## src/logic/cms_pkg.sv

```systemverilog
`default_nettype none
package cms_pkg;
	localparam int CNT_W = 16;
	localparam logic [15:0] CNT_RESET   = 16'h0000;
	localparam logic [15:0] CNT_TC      = 16'h0001;
	localparam logic [15:0] CNT_PRE_TC  = 16'h0002;
	localparam logic [15:0] CNT_STEP    = 16'h0001;
	// gate control field encodings; other non-zero codes act as level gating
	typedef enum logic [2:0]
	{
		CMS_GC_NONE  = 3'h0,
		CMS_GC_LEVEL = 3'h1,
		CMS_GC_EDGE  = 3'h2
	} cms_gate_t;
	// index of each pin in the synchroniser vector
	localparam int PIN_SRC  = 0;
	localparam int PIN_GATE = 1;
	localparam int PIN_N    = 2;
endpackage
`default_nettype wire

```

## src/logic/cms_counter_mode_sequencer.sv

```systemverilog
// Operation
// RQ1: ungated strobe counts only after arm
// RQ2: ungated strobe reloads load, disarms on tc
// RQ3: disarmed counter ignores source edges except at tc
// RQ4: level gated strobe counts only gate active
// RQ5: level gated strobe needs arm to count
// RQ6: level gated strobe reloads, disarms on tc
// RQ7: mode from four select fields, 000 ungated
// RQ8: reload source clear reloads from load
// RQ9: reload source set alternates hold, load
// RQ10: no repetition disarms after one/two tc
// RQ11: repetition set never self disarms
// RQ12: level gating counts only while gate active
// RQ13: gate edge starts, tc stops count
// RQ14: no retrigger with special gate clear
// RQ15: special gate edge captures, then reloads load
// RQ16: special alternate picks hold when gate high
// RQ17: software never programs reserved mode codes
// RQ18: only rising source and gate edges act
// RQ19: tc state counts next source edge unless mode is reserved
// RQ20: reset leaves counter disarmed
`default_nettype none
module cms_counter_mode_sequencer
	import cms_pkg::*;
(
	// clock and reset
	input  wire logic              i_clk,
	input  wire logic              i_srst,
	// external pins
	input  wire logic              i_source,
	input  wire logic              i_gate,
	// host commands, one-cycle pulses
	input  wire logic              i_arm,
	input  wire logic              i_disarm,
	input  wire logic              i_load_cmd,
	input  wire logic              i_hold_write,
	// host data
	input  wire logic [CNT_W-1:0]  i_load_value,
	input  wire logic [CNT_W-1:0]  i_hold_value,
	// mode select
	input  wire logic              i_special_gate_bit,
	input  wire logic              i_reload_source_bit,
	input  wire logic              i_repetition_bit,
	input  wire logic [2:0]        i_gate_control_field,
	// status
	output logic      [CNT_W-1:0]  o_count,
	output logic      [CNT_W-1:0]  o_hold,
	output logic                   o_armed,
	output logic                   o_triggered,
	output logic                   o_terminal_count_event,
	output logic                   o_reserved_mode
);
	logic [PIN_N-1:0] pin_level;
	logic [PIN_N-1:0] pin_rise;

	cms_pin_sync u_sync
	(
		.i_clk   (i_clk),
		.i_srst  (i_srst),
		.i_pin   ({i_gate, i_source}),
		.o_level (pin_level),
		.o_rise  (pin_rise)
	);

	logic             src_edge;
	logic             gate_lvl;
	logic             gate_edge;
	assign src_edge  = pin_rise[PIN_SRC]; // RQ18
	assign gate_edge = pin_rise[PIN_GATE]; // RQ18
	assign gate_lvl  = pin_level[PIN_GATE];

	// state
	logic [CNT_W-1:0] count;
	logic [CNT_W-1:0] hold;
	logic             armed;
	logic             triggered;
	logic             phase;
	logic             tc_event;
	logic [CNT_W-1:0] next_count;
	logic [CNT_W-1:0] next_hold;
	logic             next_armed;
	logic             next_triggered;
	logic             next_phase;
	logic             next_tc_event;

	// decode
	logic             gc_none;
	logic             gc_edge;
	logic             gc_level;
	logic             reserved;
	logic             at_tc;
	logic             enable;
	logic             count_now;
	logic             leave_tc;
	logic             capture;
	logic             last_tc;

	always_comb
	begin
		gc_none  = (i_gate_control_field == CMS_GC_NONE); // RQ7
		gc_edge  = (i_gate_control_field == CMS_GC_EDGE);
		gc_level = !gc_none && !gc_edge;
		// codes without behaviour just freeze the counter
		reserved = i_special_gate_bit &&
			((!i_reload_source_bit && gc_none) || (i_reload_source_bit && !gc_none)); // RQ17
		at_tc    = (count == CNT_TC);
		if (gc_none)
			enable = armed; // RQ1
		else if (gc_level)
			enable = armed && gate_lvl; // RQ4 RQ5 RQ12
		else
			enable = armed && triggered; // RQ13
		count_now = src_edge && !reserved && (at_tc || enable); // RQ3 RQ19
		leave_tc  = count_now && at_tc;
		capture   = i_special_gate_bit && !i_reload_source_bit && !gc_none
			&& armed && gate_edge; // RQ15
		// second tc of an alternating pair, or any tc otherwise
		last_tc   = !i_reload_source_bit || phase; // RQ10
	end

	always_comb
	begin
		next_count     = count;
		next_hold      = hold;
		next_armed     = armed;
		next_triggered = triggered;
		next_phase     = phase;
		next_tc_event  = 1'b0;
		if (i_hold_write)
			next_hold = i_hold_value;
		if (i_load_cmd)
			next_count = i_load_value;
		else if (capture)
		begin
			next_hold  = count; // RQ15
			next_count = i_load_value; // RQ15
		end
		else if (leave_tc)
		begin
			if (i_reload_source_bit && i_special_gate_bit)
				next_count = gate_lvl ? hold : i_load_value; // RQ16
			else if (i_reload_source_bit)
				next_count = phase ? i_load_value : hold; // RQ9
			else
				next_count = i_load_value; // RQ8
			if (i_reload_source_bit)
				next_phase = !phase;
			if (!i_repetition_bit && last_tc)
				next_armed = 1'b0; // RQ2 RQ6 RQ10 RQ11
			if (gc_edge && last_tc)
				next_triggered = 1'b0; // RQ13
		end
		else if (count_now)
		begin
			next_count    = count - CNT_STEP;
			next_tc_event = (count == CNT_PRE_TC);
		end
		// edge start only from idle when special gate is clear
		if (gc_edge && armed && gate_edge && (i_special_gate_bit || !triggered))
			next_triggered = 1'b1; // RQ13 RQ14
		if (i_arm)
		begin
			next_armed     = 1'b1;
			next_phase     = 1'b0;
			next_triggered = 1'b0;
		end
		if (i_disarm)
			next_armed = 1'b0;
		if (i_srst)
		begin
			next_count     = CNT_RESET;
			next_hold      = CNT_RESET;
			next_armed     = 1'b0; // RQ20
			next_triggered = 1'b0;
			next_phase     = 1'b0;
			next_tc_event  = 1'b0;
		end
	end

	always_ff @(posedge i_clk)
	begin
		count     <= next_count;
		hold      <= next_hold;
		armed     <= next_armed;
		triggered <= next_triggered;
		phase     <= next_phase;
		tc_event  <= next_tc_event;
	end

	assign o_count                = count;
	assign o_hold                 = hold;
	assign o_armed                = armed;
	assign o_triggered            = triggered;
	assign o_terminal_count_event = tc_event;
	assign o_reserved_mode        = reserved;

	// checks
	property p_disarmed_idle;
		@(posedge i_clk) disable iff (i_srst)
		(!armed && !at_tc && !i_load_cmd) |=> (count == $past(count));
	endproperty
	a_disarmed_idle: assert property (p_disarmed_idle) // RQ3
		else $error("disarmed counter changed");

	property p_load_reload_disarm;
		@(posedge i_clk) disable iff (i_srst)
		(leave_tc && !i_special_gate_bit && !i_reload_source_bit && !i_repetition_bit
			&& !i_load_cmd && !i_arm)
		|=> (count == $past(i_load_value)) && !armed;
	endproperty
	a_load_reload_disarm: assert property (p_load_reload_disarm) // RQ2
		else $error("tc did not reload from load and disarm");

	property p_tc_counts;
		@(posedge i_clk) disable iff (i_srst)
		(at_tc && src_edge && !reserved && !armed && !i_load_cmd && !capture)
		|=> (count != $past(count)) || (count == $past(i_load_value));
	endproperty
	a_tc_counts: assert property (p_tc_counts) // RQ19
		else $error("tc state ignored a source edge");

	property p_level_blocks;
		@(posedge i_clk) disable iff (i_srst)
		(armed && gc_level && !gate_lvl && !at_tc && !i_load_cmd && !capture)
		|=> $stable(count);
	endproperty
	a_level_blocks: assert property (p_level_blocks) // RQ4
		else $error("counted with gate inactive");

	property p_repeat_keeps_arm;
		@(posedge i_clk) disable iff (i_srst)
		(leave_tc && armed && i_repetition_bit && !i_disarm) |=> armed;
	endproperty
	a_repeat_keeps_arm: assert property (p_repeat_keeps_arm) // RQ11
		else $error("repeating mode disarmed itself");

	property p_alt_first_hold;
		@(posedge i_clk) disable iff (i_srst)
		(leave_tc && !i_special_gate_bit && i_reload_source_bit && !phase && !i_load_cmd)
		|=> (count == $past(hold));
	endproperty
	a_alt_first_hold: assert property (p_alt_first_hold) // RQ9
		else $error("first alternating tc not from hold");

	property p_twice_then_disarm;
		@(posedge i_clk) disable iff (i_srst)
		(leave_tc && armed && i_reload_source_bit && !i_repetition_bit && !phase
			&& !i_disarm)
		|=> armed;
	endproperty
	a_twice_then_disarm: assert property (p_twice_then_disarm) // RQ10
		else $error("disarmed on first of two tc");

	property p_capture;
		@(posedge i_clk) disable iff (i_srst)
		(capture && !i_load_cmd && !i_hold_write)
		|=> (hold == $past(count)) && (count == $past(i_load_value));
	endproperty
	a_capture: assert property (p_capture) // RQ15
		else $error("gate edge capture wrong");

	property p_gate_select;
		@(posedge i_clk) disable iff (i_srst)
		(leave_tc && i_special_gate_bit && i_reload_source_bit && gc_none && gate_lvl
			&& !i_load_cmd)
		|=> (count == $past(hold));
	endproperty
	a_gate_select: assert property (p_gate_select) // RQ16
		else $error("high gate tc not from hold");

	property p_gate_low_load;
		@(posedge i_clk) disable iff (i_srst)
		(leave_tc && i_special_gate_bit && i_reload_source_bit && gc_none && !gate_lvl
			&& !i_load_cmd)
		|=> (count == $past(i_load_value));
	endproperty
	a_gate_low_load: assert property (p_gate_low_load) // RQ16
		else $error("low gate tc not from load");

	property p_no_retrigger;
		@(posedge i_clk) disable iff (i_srst)
		(!i_special_gate_bit && !i_load_cmd && !leave_tc)
		|=> (count == $past(count)) || (count == ($past(count) - CNT_STEP));
	endproperty
	a_no_retrigger: assert property (p_no_retrigger) // RQ14
		else $error("gate reloaded counter without tc");

	property p_edge_waits;
		@(posedge i_clk) disable iff (i_srst)
		(armed && gc_edge && !triggered && !at_tc && !i_load_cmd && !capture)
		|=> $stable(count);
	endproperty
	a_edge_waits: assert property (p_edge_waits) // RQ13
		else $error("edge mode counted before trigger");

	property p_reset_disarms;
		@(posedge i_clk) i_srst |=> !armed && !triggered;
	endproperty
	a_reset_disarms: assert property (p_reset_disarms) // RQ20
		else $error("armed after reset");

	c_strobe_tc: cover property (@(posedge i_clk) disable iff (i_srst)
		leave_tc && !i_repetition_bit && gc_none);
	c_alt_pair: cover property (@(posedge i_clk) disable iff (i_srst)
		leave_tc && phase && i_reload_source_bit);
	c_capture: cover property (@(posedge i_clk) disable iff (i_srst) capture);
	c_edge_run: cover property (@(posedge i_clk) disable iff (i_srst)
		triggered && count_now);
endmodule
`default_nettype wire

```

## src/logic/cms_pin_sync.sv

```systemverilog
`default_nettype none
module cms_pin_sync
	import cms_pkg::*;
(
	// clock and reset
	input  wire logic              i_clk,
	input  wire logic              i_srst,
	// raw pins
	input  wire logic [PIN_N-1:0]  i_pin,
	// synchronised level and rising edge
	output logic      [PIN_N-1:0]  o_level,
	output logic      [PIN_N-1:0]  o_rise
);
	logic [PIN_N-1:0] meta;
	logic [PIN_N-1:0] sync;
	logic [PIN_N-1:0] last;
	logic [PIN_N-1:0] next_meta;
	logic [PIN_N-1:0] next_sync;
	logic [PIN_N-1:0] next_last;

	always_comb
	begin
		next_meta = i_pin;
		next_sync = meta;
		next_last = sync;
		if (i_srst)
		begin
			next_meta = '0;
			next_sync = '0;
			next_last = '0;
		end
	end

	always_ff @(posedge i_clk)
	begin
		meta <= next_meta;
		sync <= next_sync;
		last <= next_last;
	end

	// edge taken from second and third stage only, never the first
	assign o_level = sync;
	assign o_rise  = sync & ~last;
endmodule
`default_nettype wire

```

## config.mk

```make
export PLATFORM = sky130hd
export DESIGN_NAME = cms_counter_mode_sequencer
export DESIGN_NICKNAME = d
export VERILOG_FILES = /design/src/logic/cms_pkg.sv /design/src/logic/cms_counter_mode_sequencer.sv /design/src/logic/cms_pin_sync.sv
export SDC_FILE = /design/constraint.sdc
export NUM_CORES = 1
export LEC_CHECK = 0
export ABC_AREA = 1
export BUFFER_PORTS_ARGS = -buffer_cell sky130_fd_sc_hd__buf_2
export CELL_PAD_IN_SITES_DETAIL_PLACEMENT = 2
export CELL_PAD_IN_SITES_GLOBAL_PLACEMENT = 2
export CORE_AREA = 2 2 142 88
export DETAILED_ROUTE_END_ITERATION = 8
export DIE_AREA = 0 0 144 90
export PLACE_DENSITY_LB_ADDON = 0.1
export SLEW_MARGIN = 10
export SYNTH_ARGS = -nofsm -noshare
export SYNTH_HDL_FRONTEND = slang
export SYNTH_SLANG_ARGS = --single-unit
```

## constraint.sdc

```tcl
create_clock -name i_clk -period 1.82 [get_ports i_clk]
set_input_delay 0.182 -clock i_clk [delete_from_list [all_inputs] [get_ports i_clk]]
set_output_delay 0.182 -clock i_clk [all_outputs]
set_load 0.005 [all_outputs]
```

Word level (Yosys, flattened, before mapping)
Index checks and enable logic that the tools add are counted.
{"block": "word_totals", "ff_bits": 42, "out_inout_bits": 36, "elab_cells": 87}
{"block": "op_classes", "n_addsub": 1, "eq_ne": 7, "muxes": 23, "bitwise_logic": 5, "reduce_logical": 42}
{"operator": "$mux 16", "count": 11}
{"operator": "$logic_and 1x1->1", "count": 19}
{"operator": "$eq 16x1->1 const B", "count": 1}
{"operator": "$eq 16x2->1 const B", "count": 1}
{"operator": "$sub 16x1->16 const B", "count": 1}
{"operator": "$mux 1", "count": 12}
{"operator": "$reduce_and 4->1", "count": 3}
{"operator": "$reduce_bool 2->1", "count": 4}
{"operator": "$logic_not 1->1", "count": 7}
{"operator": "$reduce_or 5->1", "count": 1}
{"operator": "$logic_or 1x1->1", "count": 4}
{"operator": "$ne 2x1->1 const B", "count": 2}
{"operator": "$ne 2x2->1 const B", "count": 2}
{"operator": "$reduce_bool 4->1", "count": 1}
{"operator": "$reduce_or 2->1", "count": 2}
{"operator": "$eq 3x2->1 const B", "count": 1}
{"operator": "$logic_not 3->1", "count": 1}
{"operator": "$not 1->1", "count": 3}
{"operator": "$and 2x2->2", "count": 1}
{"operator": "$not 2->2", "count": 1}

Depth between registers and ports, before layout
Gate-level depths: netlist of the first run.
{"block": "logic_depth", "word_depth": 13, "mapped_depth": 12, "depth_no_buf": 12}

Hierarchy
From an unflattened synthesis of the first run, not the netlist that was laid out.
{"block": "unflattened", "hier_cells": 528, "area_unflattened_um2": 3260.6}
{"mod": "cms_counter_mode_sequencer", "instances": 1, "cells_each": 508, "area_each_um2": 3088.0}
{"mod": "cms_pin_sync", "instances": 1, "cells_each": 20, "area_each_um2": 172.7}

Worst setup path before layout of the first run
Ideal clock, no wire load.
{"block": "synth_timing", "path_type": "register -> register", "from": "register count[1] (netlist: o_count[1])", "to": "register count[7] (netlist: o_count[7])", "setup_ps": 115, "arrival_ps": 1435, "t_required_ps": 1705, "path_slack_ps": 271, "stages_incl_launch_ff": 11, "path_buffers": 2, "period_less_slack_ps": 1549, "cell_sequence": "dfxtp_1 > inv_1 > ha_1 > nand3_1 > nor2_4 > nor2_4 > nand2_4 > buf_6 > buf_6 > o21ai_1 > nor2_1"}
{"block": "synth_via", "elab_chain_cells": 7, "word_cells_on_any_way": 10}
{"item": "from (decl)", "line": "cms_counter_mode_sequencer.sv:73", "text": "logic [CNT_W-1:0] count;"}
{"item": "from (signal assigned)", "line": "cms_counter_mode_sequencer.sv:182", "text": "count <= next_count;"}
{"item": "parallel branches: the longest is 7 deep, another holds $sub 16x1->16"}
Parallel ways; which one is timed is not known. The select of a mux whose other input is x is not followed.
A chain may end at the register's enable or synchronous reset.

Worst setup path in the final report of the first run
{"block": "layout_timing", "from": "register count[0] (netlist: o_count[0])", "to": "register count[10] (netlist: o_count[10])"}
Same word-level chain as after synthesis.

==> impl_results.md, run 1 <==
- Outcome: complete, but fails checks
- Failing checks: negative setup slack
- Routed Antenna Nets: 0
- Clk Latency, worst-skew pair: 0.29 ns
- Via density: 4.94
- Dominant synthesized flop cell: dfxtp_1
- Maximum vdd ir drop: 0.358 mV
- Yosys warns: 0
- CP max stage cell: dfxtp_1
- RD Place Congestion: 0.823
- CP arrival: 2.04 ns
- Rows: 31
- Post-Syn Instances: 505
- GRT Util Overall: 24.5%
- TritonRoute pass-1 iters: 4
- CTS H-tree lvls: 2
- Sw frac: 36.5%
- Initial antenna violation count: 0
- Startpoint Class: flop
- Sequential area share after synthesis: 27.2%
- Crit path buf inv count: 1
- # fillers: 1472
- DRT Wirelength: 15.8 mm
- Worst hold path class: in -> reg
- Global-route wire length before repair: 23.8 mm
- Initial Util: 26.3%
- IO Port Bufs: 81
- CTS buffer count: 5
- Top Ports: 82
- Finished Cell Area: 0.00444 mm²
- Sequential Power Share: 34.6%
- Crit path kind: reg -> reg
- Largest net degree at the start of global routing: 34
- Met1 Resource Use GR: 39.8%
- Total power: 2.98 mW
- Placed inst area: 0.00402 mm²
- Slew @ Worst Pin: 0.641 ns
- Final Skew: 0.00354 ns
- Clock Power Share: 31.1%
- Final worst path period need: 1.86 ns
- Sw power: 1.09 mW
- Post-DP HPWL: 12.5 mm
- Initial DRC Count: 153
- Number of diodes: 0
- GR Util met2: 33.9%
- Comb pwr share: 34.3%
- Remaining DRCs: 0
- Fraction of layout cells with a size suffix above 1: 36.9%
- Post-Syn Nets: 554
- Critical path fanouts, max: 4
- Leakage: 2.13 nW
- Syn Area/Cell: 6.11 µm²
- Final Hold Viols: 0
- CTS root buffer: clkbuf_16
- Max-slew headroom at the worst pin: 57.2%
- Max Slew Vio Count: 0
- Post-Syn Area: 0.00309 mm²
- Die height: 90 µm
- Worst slack, placed: -0.115 ns
- DR WL/cell: 19.8 µm
- Int Power: 1.89 mW
- Clock Path Buffers: 2
- Post-synthesis register bit count: 42
- Critical path cell sequence: inv_1 > ha_1 > nand2_1 > nor2_1 > a21oi_1 > o21ai_0 > nand2_1 > nor2_2 > nor2_1
- Core area: 0.0118 mm²
- Final design utilization: 37.8%
- Worst setup margin: -0.0356 ns
- Post-synth EDFFs: 0
- Post-synth cell types: 33
- Fin crit share: 102%
- Met3 GRT Util: 3.62%
- CP endpoint kind: flop
- Die area: 0.0130 mm²
- DIE WIDTH: 144 µm
- Unrepaired setup endpoints after global routing: yes
- Largest stage delay on the critical path: 0.35 ns
- CTS sink cnt: 42
- CTS tree: built
- Post-synth ARST share: 0%
- Vias in the first global route: 4091
- MaxCap Viol Count: 0
- Worst EP required: 2.01 ns
- Reg clk slew, reported paths: 0.07 ns
- Grt peak-use layer: met1
- Layout area overhead: 43.8%
- P per Cell Area: 671 mW/mm²
- Final setup vio count: 2
- Fmax: 539 MHz
- Number of nets in the layout: 682
- Vias: 3948
- Global route total overflow: 0
- Worst hold slack: 0.0909 ns
- Crit-path leading delay family: simple AND/OR/NAND/NOR gates
[path summary, 6_finish.rpt]
| kind | slack, ns | depth (start not counted) | start | end |
|---|---|---|---|---|
| worst max-delay path | -0.04 | 9 | o_count[0] | o_count[10] |
| worst min-delay path | 0.09 | 3 | i_source | u_sync.meta[0] |
| worst max register to register | -0.04 | 9 | o_count[0] | o_count[10] |
| worst min register to register | 0.40 | 2 | u_sync.meta[1] | u_sync.o_level[1] |
[power by group through the flow]
stage | logic [mW] | registers [mW] | clock network (mW)
6_report | 1.02 | 1.03 | 0.926
5_1_grt | 1.12 | 1.04 | 0.982
4_1_cts | 0.933 | 1.02 | 0.954
3_5_place_dp | 0.908 | 1.04 | 0
3_3_place_gp | 0.870 | 1.03 | 0
2_1_floorplan | 0.447 | 1.05 | 0
[cell type report]
class                   count  area [µm²]  share of cell area [%]
clock buffers               5         125                    2.82
clock inverters             3        21.3                   0.479
inverters                  69         265                    5.97
multi-input cells         372        2050                    46.1
flip-flops and latches     42         850                    19.1
well taps                 165         206                    4.65
repair buffers            143         927                    20.9
[through the flow]
stage / instances / setup TNS [ns]
final: 799 / -0.0555
after global routing: 799 / -1.23
after CTS: 794 / 0
after detailed placement: 783 / -1.05
after global placement: 783 / 0
after floorplan: 505 / 0
[layout by cell type (no fill, tap or decap), types with 17 or more instances in the layout]
cell,netlist,final
inv_1,66,60
o21ai_0,73,68
nor2_1,78,54
o21ai_1,13,17
dfxtp_1,42,35
buf_2,6,81
buf_4,2,54
a21oi_1,48,47
nand2_1,85,80
nand3_1,22,18
[synth_stat cells (2+ instances only)]
cell type | n | area, µm²
nand2_1 | 85 | 319
nor2_1 | 78 | 293
o21ai_0 | 73 | 365
inv_1 | 66 | 248
a21oi_1 | 48 | 240
dfxtp_1 | 42 | 841
nand3_1 | 22 | 110
o21ai_1 | 13 | 65.1
clkbuf_1 | 10 | 37.5
xor2_1 | 9 | 78.8
mux2_2 | 8 | 90.1
buf_2 | 6 | 30.0
nand3_2 | 5 | 50.1
a21oi_2 | 4 | 35.0
nor2_2 | 4 | 25.0
ha_1 | 3 | 37.5
inv_2 | 3 | 11.3
nand4_1 | 3 | 18.8
o211ai_1 | 3 | 22.5
buf_1 | 2 | 7.51
buf_4 | 2 | 15.0
buf_6 | 2 | 22.5
nand2_4 | 2 | 22.5
nor2_4 | 2 | 22.5
nor4_1 | 2 | 12.5
[worst min-delay path, delay by kind of cell]
family | cells | cell delay [ns]
AND/OR/NAND/NOR | 1 | 0.06
buffers and inverters | 2 | 0.10
[per-layer routing]
layer	vias to the layer above	part of all wire [%]	routed length (µm)
met5	-	0	0
met4	0	0.47	74
met3	6	5.7	903
met2	112	40	6310
met1	1940	54	8510
li1	1890	-	-
[state kept, by name, summed over array words and instances, names as in the netlist]
name,cells
o_terminal_count_event,1
phase,1
u_sync.o_level,2
u_sync.last,2
u_sync.meta,2
o_triggered,1
o_armed,1
o_count,16
o_hold,16
[cell families after synthesis]
group | after synthesis | share of synthesized area, %
flip-flops | 42 | 27.2
AND/OR/NAND/NOR | 208 | 29.8
buffers and inverters | 92 | 12.2
XOR/XNOR | 10 | 2.84
multiplexers | 8 | 2.92
adder cells (fa/ha/maj) | 3 | 1.22
AO/OA/AOI/OAI | 142 | 23.8
[what timing repair did]
item | CTS | global route
endpoints found under the hold margin | 0 | 0
pin swaps | 4 | 24
gates cloned | 0 | 1
resized for setup | 11 | 63
hold buffers | 0 | 0
endpoints found under the setup margin | 17 | 31
buffers inserted | 3 | 5
Note: power is estimated with default switching activity, not from simulation.
==> inputs of run 2 (changes only) <==
--- a/config.mk
+++ b/config.mk
@@ -13,6 +13,7 @@
 export DETAILED_ROUTE_END_ITERATION = 8
 export DIE_AREA = 0 0 144 90
 export PLACE_DENSITY_LB_ADDON = 0.1
+export SETUP_SLACK_MARGIN = 0.1
 export SLEW_MARGIN = 10
 export SYNTH_ARGS = -nofsm -noshare
 export SYNTH_HDL_FRONTEND = slang
==> impl_results.md, run 2 (synthesis gave the netlist of run 1 again) <==
- TritonRoute pass-1 iters: 4 (unchanged)
- Layout area overhead: 53.7% (was 43.8%)
- Crit-path leading delay family: simple AND/OR/NAND/NOR gates (unchanged)
- CP endpoint kind: flop (unchanged)
- Startpoint Class: flop (unchanged)
- CP arrival: 2.07 ns (was 2.04 ns)
- Largest stage delay on the critical path: 0.41 ns (was 0.35 ns)
- Largest net degree at the start of global routing: 34 (unchanged)
- Crit path buf inv count: 2 (was 1)
- Worst setup margin: -0.0746 ns (was -0.0356 ns)
- Worst hold path class: in -> reg (unchanged)
- Top Ports: 82 (unchanged)
- CTS root buffer: clkbuf_16 (unchanged)
- Vias: 4028 (was 3948)
- Post-route insts no fill: 810 (was 799)
- CTS buffer count: 5 (unchanged)
- DR WL/cell: 21.2 µm (was 19.8 µm)
- Die height: 90 µm (unchanged)
- Outcome: complete, but fails checks (unchanged)
- Critical path fanouts, max: 4 (unchanged)
- Placed Cells: 783 (unchanged)
- Initial Util: 26.3% (unchanged)
- Final design utilization: 40.4% (was 37.8%)
- CTS H-tree lvls: 2 (unchanged)
- Global-route wire length before repair: 24.7 mm (was 23.8 mm)
- Finished Cell Area: 0.00475 mm² (was 0.00444 mm²)
- Final Skew: 0.00586 ns (was 0.00354 ns)
- Global route total overflow: 0 (unchanged)
- RD Place Congestion: 0.823 (unchanged)
- Final worst path period need: 1.89 ns (was 1.86 ns)
- Fmax: 528 MHz (was 539 MHz)
- Unrepaired setup endpoints after global routing: yes (unchanged)
- Vias in the first global route: 4148 (was 4091)
- Post-DP HPWL: 12.5 mm (unchanged)
- IO Port Bufs: 81 (unchanged)
- Worst EP required: 2.00 ns (was 2.01 ns)
- CTS sink cnt: 42 (unchanged)
- Remaining DRCs: 0 (unchanged)
- Core area: 0.0118 mm² (unchanged)
- Failing checks: negative setup slack (unchanged)
- DRT Wirelength: 17.2 mm (was 15.8 mm)
- Max Slew Vio Count: 0 (unchanged)
- Clock Path Buffers: 2 (unchanged)
- Number of nets in the layout: 693 (was 682)
- Final Hold Viols: 0 (unchanged)
- Reg clk slew, reported paths: 0.07 ns (about the same)
- Max-slew headroom at the worst pin: 48.6% (was 57.2%)
- Maximum vdd ir drop: 0.369 mV (was 0.358 mV)
- Clk Latency, worst-skew pair: 0.29 ns (about the same)
- Die area: 0.0130 mm² (unchanged)
- Most common cell after layout, fill and taps aside: buf_2 (unchanged)
- GRT Util Overall: 25.4% (was 24.5%)
- Worst slack, placed: -0.115 ns (unchanged)
- Initial DRC Count: 212 (was 153)
- Total power: 3.13 mW (was 2.98 mW)
- Leading cell types in the layout, fill and taps excluded: 81 x buf_2, 77 x nand2_1, 59 x buf_4 (was 81 x buf_2, 80 x nand2_1, 68 x o21ai_0)
- P per Cell Area: 660 mW/mm² (was 671 mW/mm²)
- Routed Antenna Nets: 0 (unchanged)
- DIE WIDTH: 144 µm (unchanged)
- Initial antenna violation count: 0 (unchanged)
- Placed inst area: 0.00402 mm² (unchanged)
- Crit path kind: reg -> reg (unchanged)
- Critical path cell sequence: ha_2 > buf_4 > inv_1 > nor2_1 > nand2_1 > nor2_2 > nand3_2 > nand2_1 > nand3_1 > nand3_2 > a21oi_2 (was inv_1 > ha_1 > nand2_1 > nor2_1 > a21oi_1 > o21ai_0 > nand2_1 > nor2_2 > nor2_1)
- Final setup vio count: 5 (was 2)
- Via density: 4.97 (was 4.94)
- MaxCap Viol Count: 0 (unchanged)
- CP max stage cell: dfxtp_1 (unchanged)
- Fin crit share: 104% (was 102%)
- Fraction of layout cells with a size suffix above 1: 43.7% (was 36.9%)
- Leakage: 2.23 nW (was 2.13 nW)
- Number of diodes: 0 (unchanged)
- Rows: 31 (unchanged)
- CTS tree: built (unchanged)
- Slew @ Worst Pin: 0.770 ns (was 0.641 ns)
==> run 2: cell count changes in the layout (fill, tap and decap cells not counted), sizes merged <==
cell      change
clkinvlp      -1
buf          +10
inv           +1
clkbuf        +1
==> run 2: what timing repair did <==
item,4_1_cts,5_1_grt
hold buffers,0,0
buffers inserted,8,9
resized for setup,47,95
setup endpoints to repair,27,35
gates cloned,1,1
pin swaps,19,46
==> run 2: worst paths after layout <==
kind                             to  depth (start not counted)  slack (ns)            from
setup / recovery         o_count[5]                         11       -0.07      o_count[0]
hold reg to reg   u_sync.o_level[1]                          2        0.41  u_sync.meta[1]
setup reg to reg         o_count[5]                         11       -0.07      o_count[0]
hold / removal       u_sync.meta[0]                          3        0.09        i_source
==> run 2: metrics by stage <==
| stage | TNS [ns] | hold slack [ns] |
|---|---|---|
| after floorplan | 0 | 0.289 |
| after global placement | 0 | 0.387 |
| after detailed placement | -1.05 | 0.395 |
| after CTS | 0 | 0.0901 |
| after global routing | -0.988 | 0.122 |
| final | -0.257 | 0.0914 |
==> run 2: worst min-delay path, stage by stage <==
cell    delay (ns)
buf_2         0.07
inv_1         0.03
nor2_1        0.06
==> run 2: layer usage <==
metal / vias to the layer above / GRT usage (%) / routed length, µm
met5: - / 0 / 0
met4: 0 / 2.94 / 53
met3: 5 / 3.14 / 997
met2: 93 / 36.4 / 7350
met1: 2018 / 41.0 / 8760
li1: 1912 / - / -
==> run 2: where the power goes <==
part / switching, mW / internal [mW]
Sequential: 0.0560 / 0.979
Combinational: 0.697 / 0.466
Clock: 0.425 / 0.510
Total: 1.18 / 1.95
==> run 2: cell type report <==
type	instances	area, µm²
Sequential cell	42	862
Clock buffer	5	125
Clock inverter	3	21.3
Tap cell	165	206
Timing Repair Buffer	154	1060
Inverter	69	264
Multi-Input combinational cell	372	2210
Fill cell	1441	7010
==> inputs of run 3 (changes only) <==
--- a/config.mk
+++ b/config.mk
@@ -9,9 +9,9 @@
 export BUFFER_PORTS_ARGS = -buffer_cell sky130_fd_sc_hd__buf_2
 export CELL_PAD_IN_SITES_DETAIL_PLACEMENT = 2
 export CELL_PAD_IN_SITES_GLOBAL_PLACEMENT = 2
-export CORE_AREA = 2 2 142 88
+export CORE_AREA = 2 2 137 85
 export DETAILED_ROUTE_END_ITERATION = 8
-export DIE_AREA = 0 0 144 90
+export DIE_AREA = 0 0 139 87
 export PLACE_DENSITY_LB_ADDON = 0.1
 export SETUP_SLACK_MARGIN = 0.1
 export SLEW_MARGIN = 10
==> constraint.sdc (replaced) <==
create_clock -name i_clk -period 2.3 [get_ports i_clk]
set_input_delay 0.23 -clock i_clk [delete_from_list [all_inputs] [get_ports i_clk]]
set_output_delay 0.23 -clock i_clk [all_outputs]
set_load 0.005 [all_outputs]
==> impl_results.md, run 3 (synthesis gave the netlist of run 1 again) <==
- Outcome: finished clean (was complete, but fails checks)
- Final worst path period need: 2.09 ns (was 1.89 ns)
- Final Hold Viols: 0 (unchanged)
- Top Ports: 82 (unchanged)
- CTS root buffer: clkbuf_16 (unchanged)
- DR WL/cell: 19.2 µm (was 21.2 µm)
- Int Power: 1.50 mW (was 1.95 mW)
- CTS sink cnt: 42 (unchanged)
- Startpoint Class: flop (unchanged)
- Rows: 30 (was 31)
- Global-route wire length before repair: 21.6 mm (was 24.7 mm)
- Clk Latency, worst-skew pair: 0.29 ns (about the same)
- Vias in the first global route: 3595 (was 4148)
- TritonRoute pass-1 iters: 5 (was 4)
- Via density: 5.00 (was 4.97)
- Clock Power Share: 37.0% (was 29.8%)
- Critical path fanouts, max: 26 (was 4)
- Finished Cell Area: 0.00384 mm² (was 0.00475 mm²)
- CTS H-tree lvls: 2 (unchanged)
- DIE WIDTH: 139 µm (was 144 µm)
- RD Place Congestion: 0.889 (was 0.823)
- Most common cell after layout, fill and taps aside: nand2_1 (was buf_2)
- IO Port Bufs: 81 (unchanged)
- Initial DRC Count: 195 (was 212)
- Crit path kind: reg -> reg (unchanged)
- Layout area overhead: 24.5% (was 53.7%)
- # fillers: 1383 (was 1441)
- DRT Wirelength: 14.0 mm (was 17.2 mm)
- P per Cell Area: 593 mW/mm² (was 660 mW/mm²)
- Cts repair resizes: 0 (was 47)
- Fmax: 478 MHz (was 528 MHz)
- Vias: 3639 (was 4028)
- Leakage: 1.85 nW (was 2.23 nW)
- Initial Util: 28.2% (was 26.3%)
- CTS tree: built (unchanged)
- Reg clk slew, reported paths: 0.07 ns (about the same)
- Initial antenna violation count: 0 (unchanged)
- Worst hold path class: in -> reg (unchanged)
- CP arrival: 2.27 ns (was 2.07 ns)
- Leading cell types in the layout, fill and taps excluded: 85 x nand2_1, 81 x buf_2, 78 x nor2_1 (was 81 x buf_2, 77 x nand2_1, 59 x buf_4)
- Sequential Power Share: 36.6% (was 33.0%)
- Worst EP required: 2.48 ns (was 2.00 ns)
- Final setup vio count: 0 (was 5)
- Placed inst area: 0.00367 mm² (was 0.00402 mm²)
- Fraction of layout cells with a size suffix above 1: 22.9% (was 43.7%)
- Comb pwr share: 26.4% (was 37.1%)
- Number of nets in the layout: 632 (was 693)
- Post-DP HPWL: 11.1 mm (was 12.5 mm)
- Final Skew: 0.00553 ns (was 0.00586 ns)
- Unrepaired setup endpoints after global routing: no (was yes)
- Post-CTS Setup Bufs: 0 (was 8)
- CTS buffer count: 5 (unchanged)
- Routed Antenna Nets: 0 (unchanged)
- Number of diodes: 0 (unchanged)
- Total power: 2.28 mW (was 3.13 mW)
- Global route total overflow: 0 (unchanged)
- Sw power: 0.778 mW (was 1.18 mW)
- Clock Path Buffers: 2 (unchanged)
- Largest net degree at the start of global routing: 27 (was 34)
- Sw frac: 34.1% (was 37.6%)
- Remaining DRCs: 0 (unchanged)
- Slew @ Worst Pin: 0.576 ns (was 0.770 ns)
- Setup TNS: 0 ns (was -0.257 ns)
- CP endpoint kind: flop (unchanged)
- Maximum vdd ir drop: 0.302 mV (was 0.369 mV)
- Max-slew headroom at the worst pin: 61.6% (was 48.6%)
- Hold buffers post-CTS: 0 (unchanged)
- Fin crit share: 90.9% (was 104%)
- Core area: 0.0110 mm² (was 0.0118 mm²)
- MaxCap Viol Count: 0 (unchanged)
- Max Slew Vio Count: 0 (unchanged)
- Die height: 87 µm (was 90 µm)
- GRT Util Overall: 23.3% (was 25.4%)
- Die area: 0.0121 mm² (was 0.0130 mm²)
run 3: changes by cell type in the layout (fill, tap and decap cells not counted), sizes merged:
cell	previous run	this run
buf	153	94
bufinv	0	1
clkbuf	6	5
clkinv	2	0
clkinvlp	1	2
nand2	89	88
run 3: final timing paths:
kind | from | end | slack [ns] | cells past startpoint
min reg2reg | u_sync.meta[0] | u_sync.o_level[0] | 0.42 | 2
min | i_source | u_sync.meta[0] | 0.13 | 3
max reg2reg | o_count[10] | o_count[10] | 0.21 | 10
max | o_count[10] | o_count[10] | 0.21 | 10
run 3: critical path, cell delays in order (launching register included):
cell	delay, ns
dfxtp_1	0.39
nor2_1	0.23
nand2_1	0.13
nor2_1	0.15
nand3_1	0.15
nor2_4	0.23
nor2_4	0.09
nand2_8	0.17
o21ai_0	0.11
nor2_1	0.26
nor2_1	0.07
run 3: through the flow:
step	hold WS, ns	setup WS (ns)	std cells	utilization [%]
6_report	0.133	0.210	728	35.1
4_1_cts	0.133	0.173	728	35.0
5_1_grt	0.159	0.119	728	35.1
3_5_place_dp	0.418	0.206	720	33.4
2_1_floorplan	0.337	0.751	505	-
3_3_place_gp	0.389	0.274	720	33.4
run 3: layout make-up:
cell class / instances / area [µm²] / share of cell area (%)
repair buffers: 94 / 515 / 13.4
inverters: 69 / 259 / 6.74
clock inverters: 3 / 45.0 / 1.17
well taps: 144 / 180 / 4.69
multi-input cells: 371 / 1880 / 48.9
clock buffers: 5 / 125 / 3.25
flip-flops and latches: 42 / 841 / 21.9
run 3: per-layer routing:
layer	GRT usage (%)	routed length, µm	up-vias
met3	3.24	566	8
li1	-	-	1782
met4	3.58	102	0
met2	30.4	5060	90
met1	39.1	8230	1759
met5	0	0	-
run 3: power by group through the flow:
stage | sequential, mW | combinational (mW) | clock (mW)
global placement | 0.847 | 0.571 | 0
finish | 0.835 | 0.601 | 0.844
floorplan | 0.830 | 0.354 | 0
CTS | 0.834 | 0.597 | 0.860
global route | 0.841 | 0.671 | 0.881
detailed placement | 0.851 | 0.587 | 0
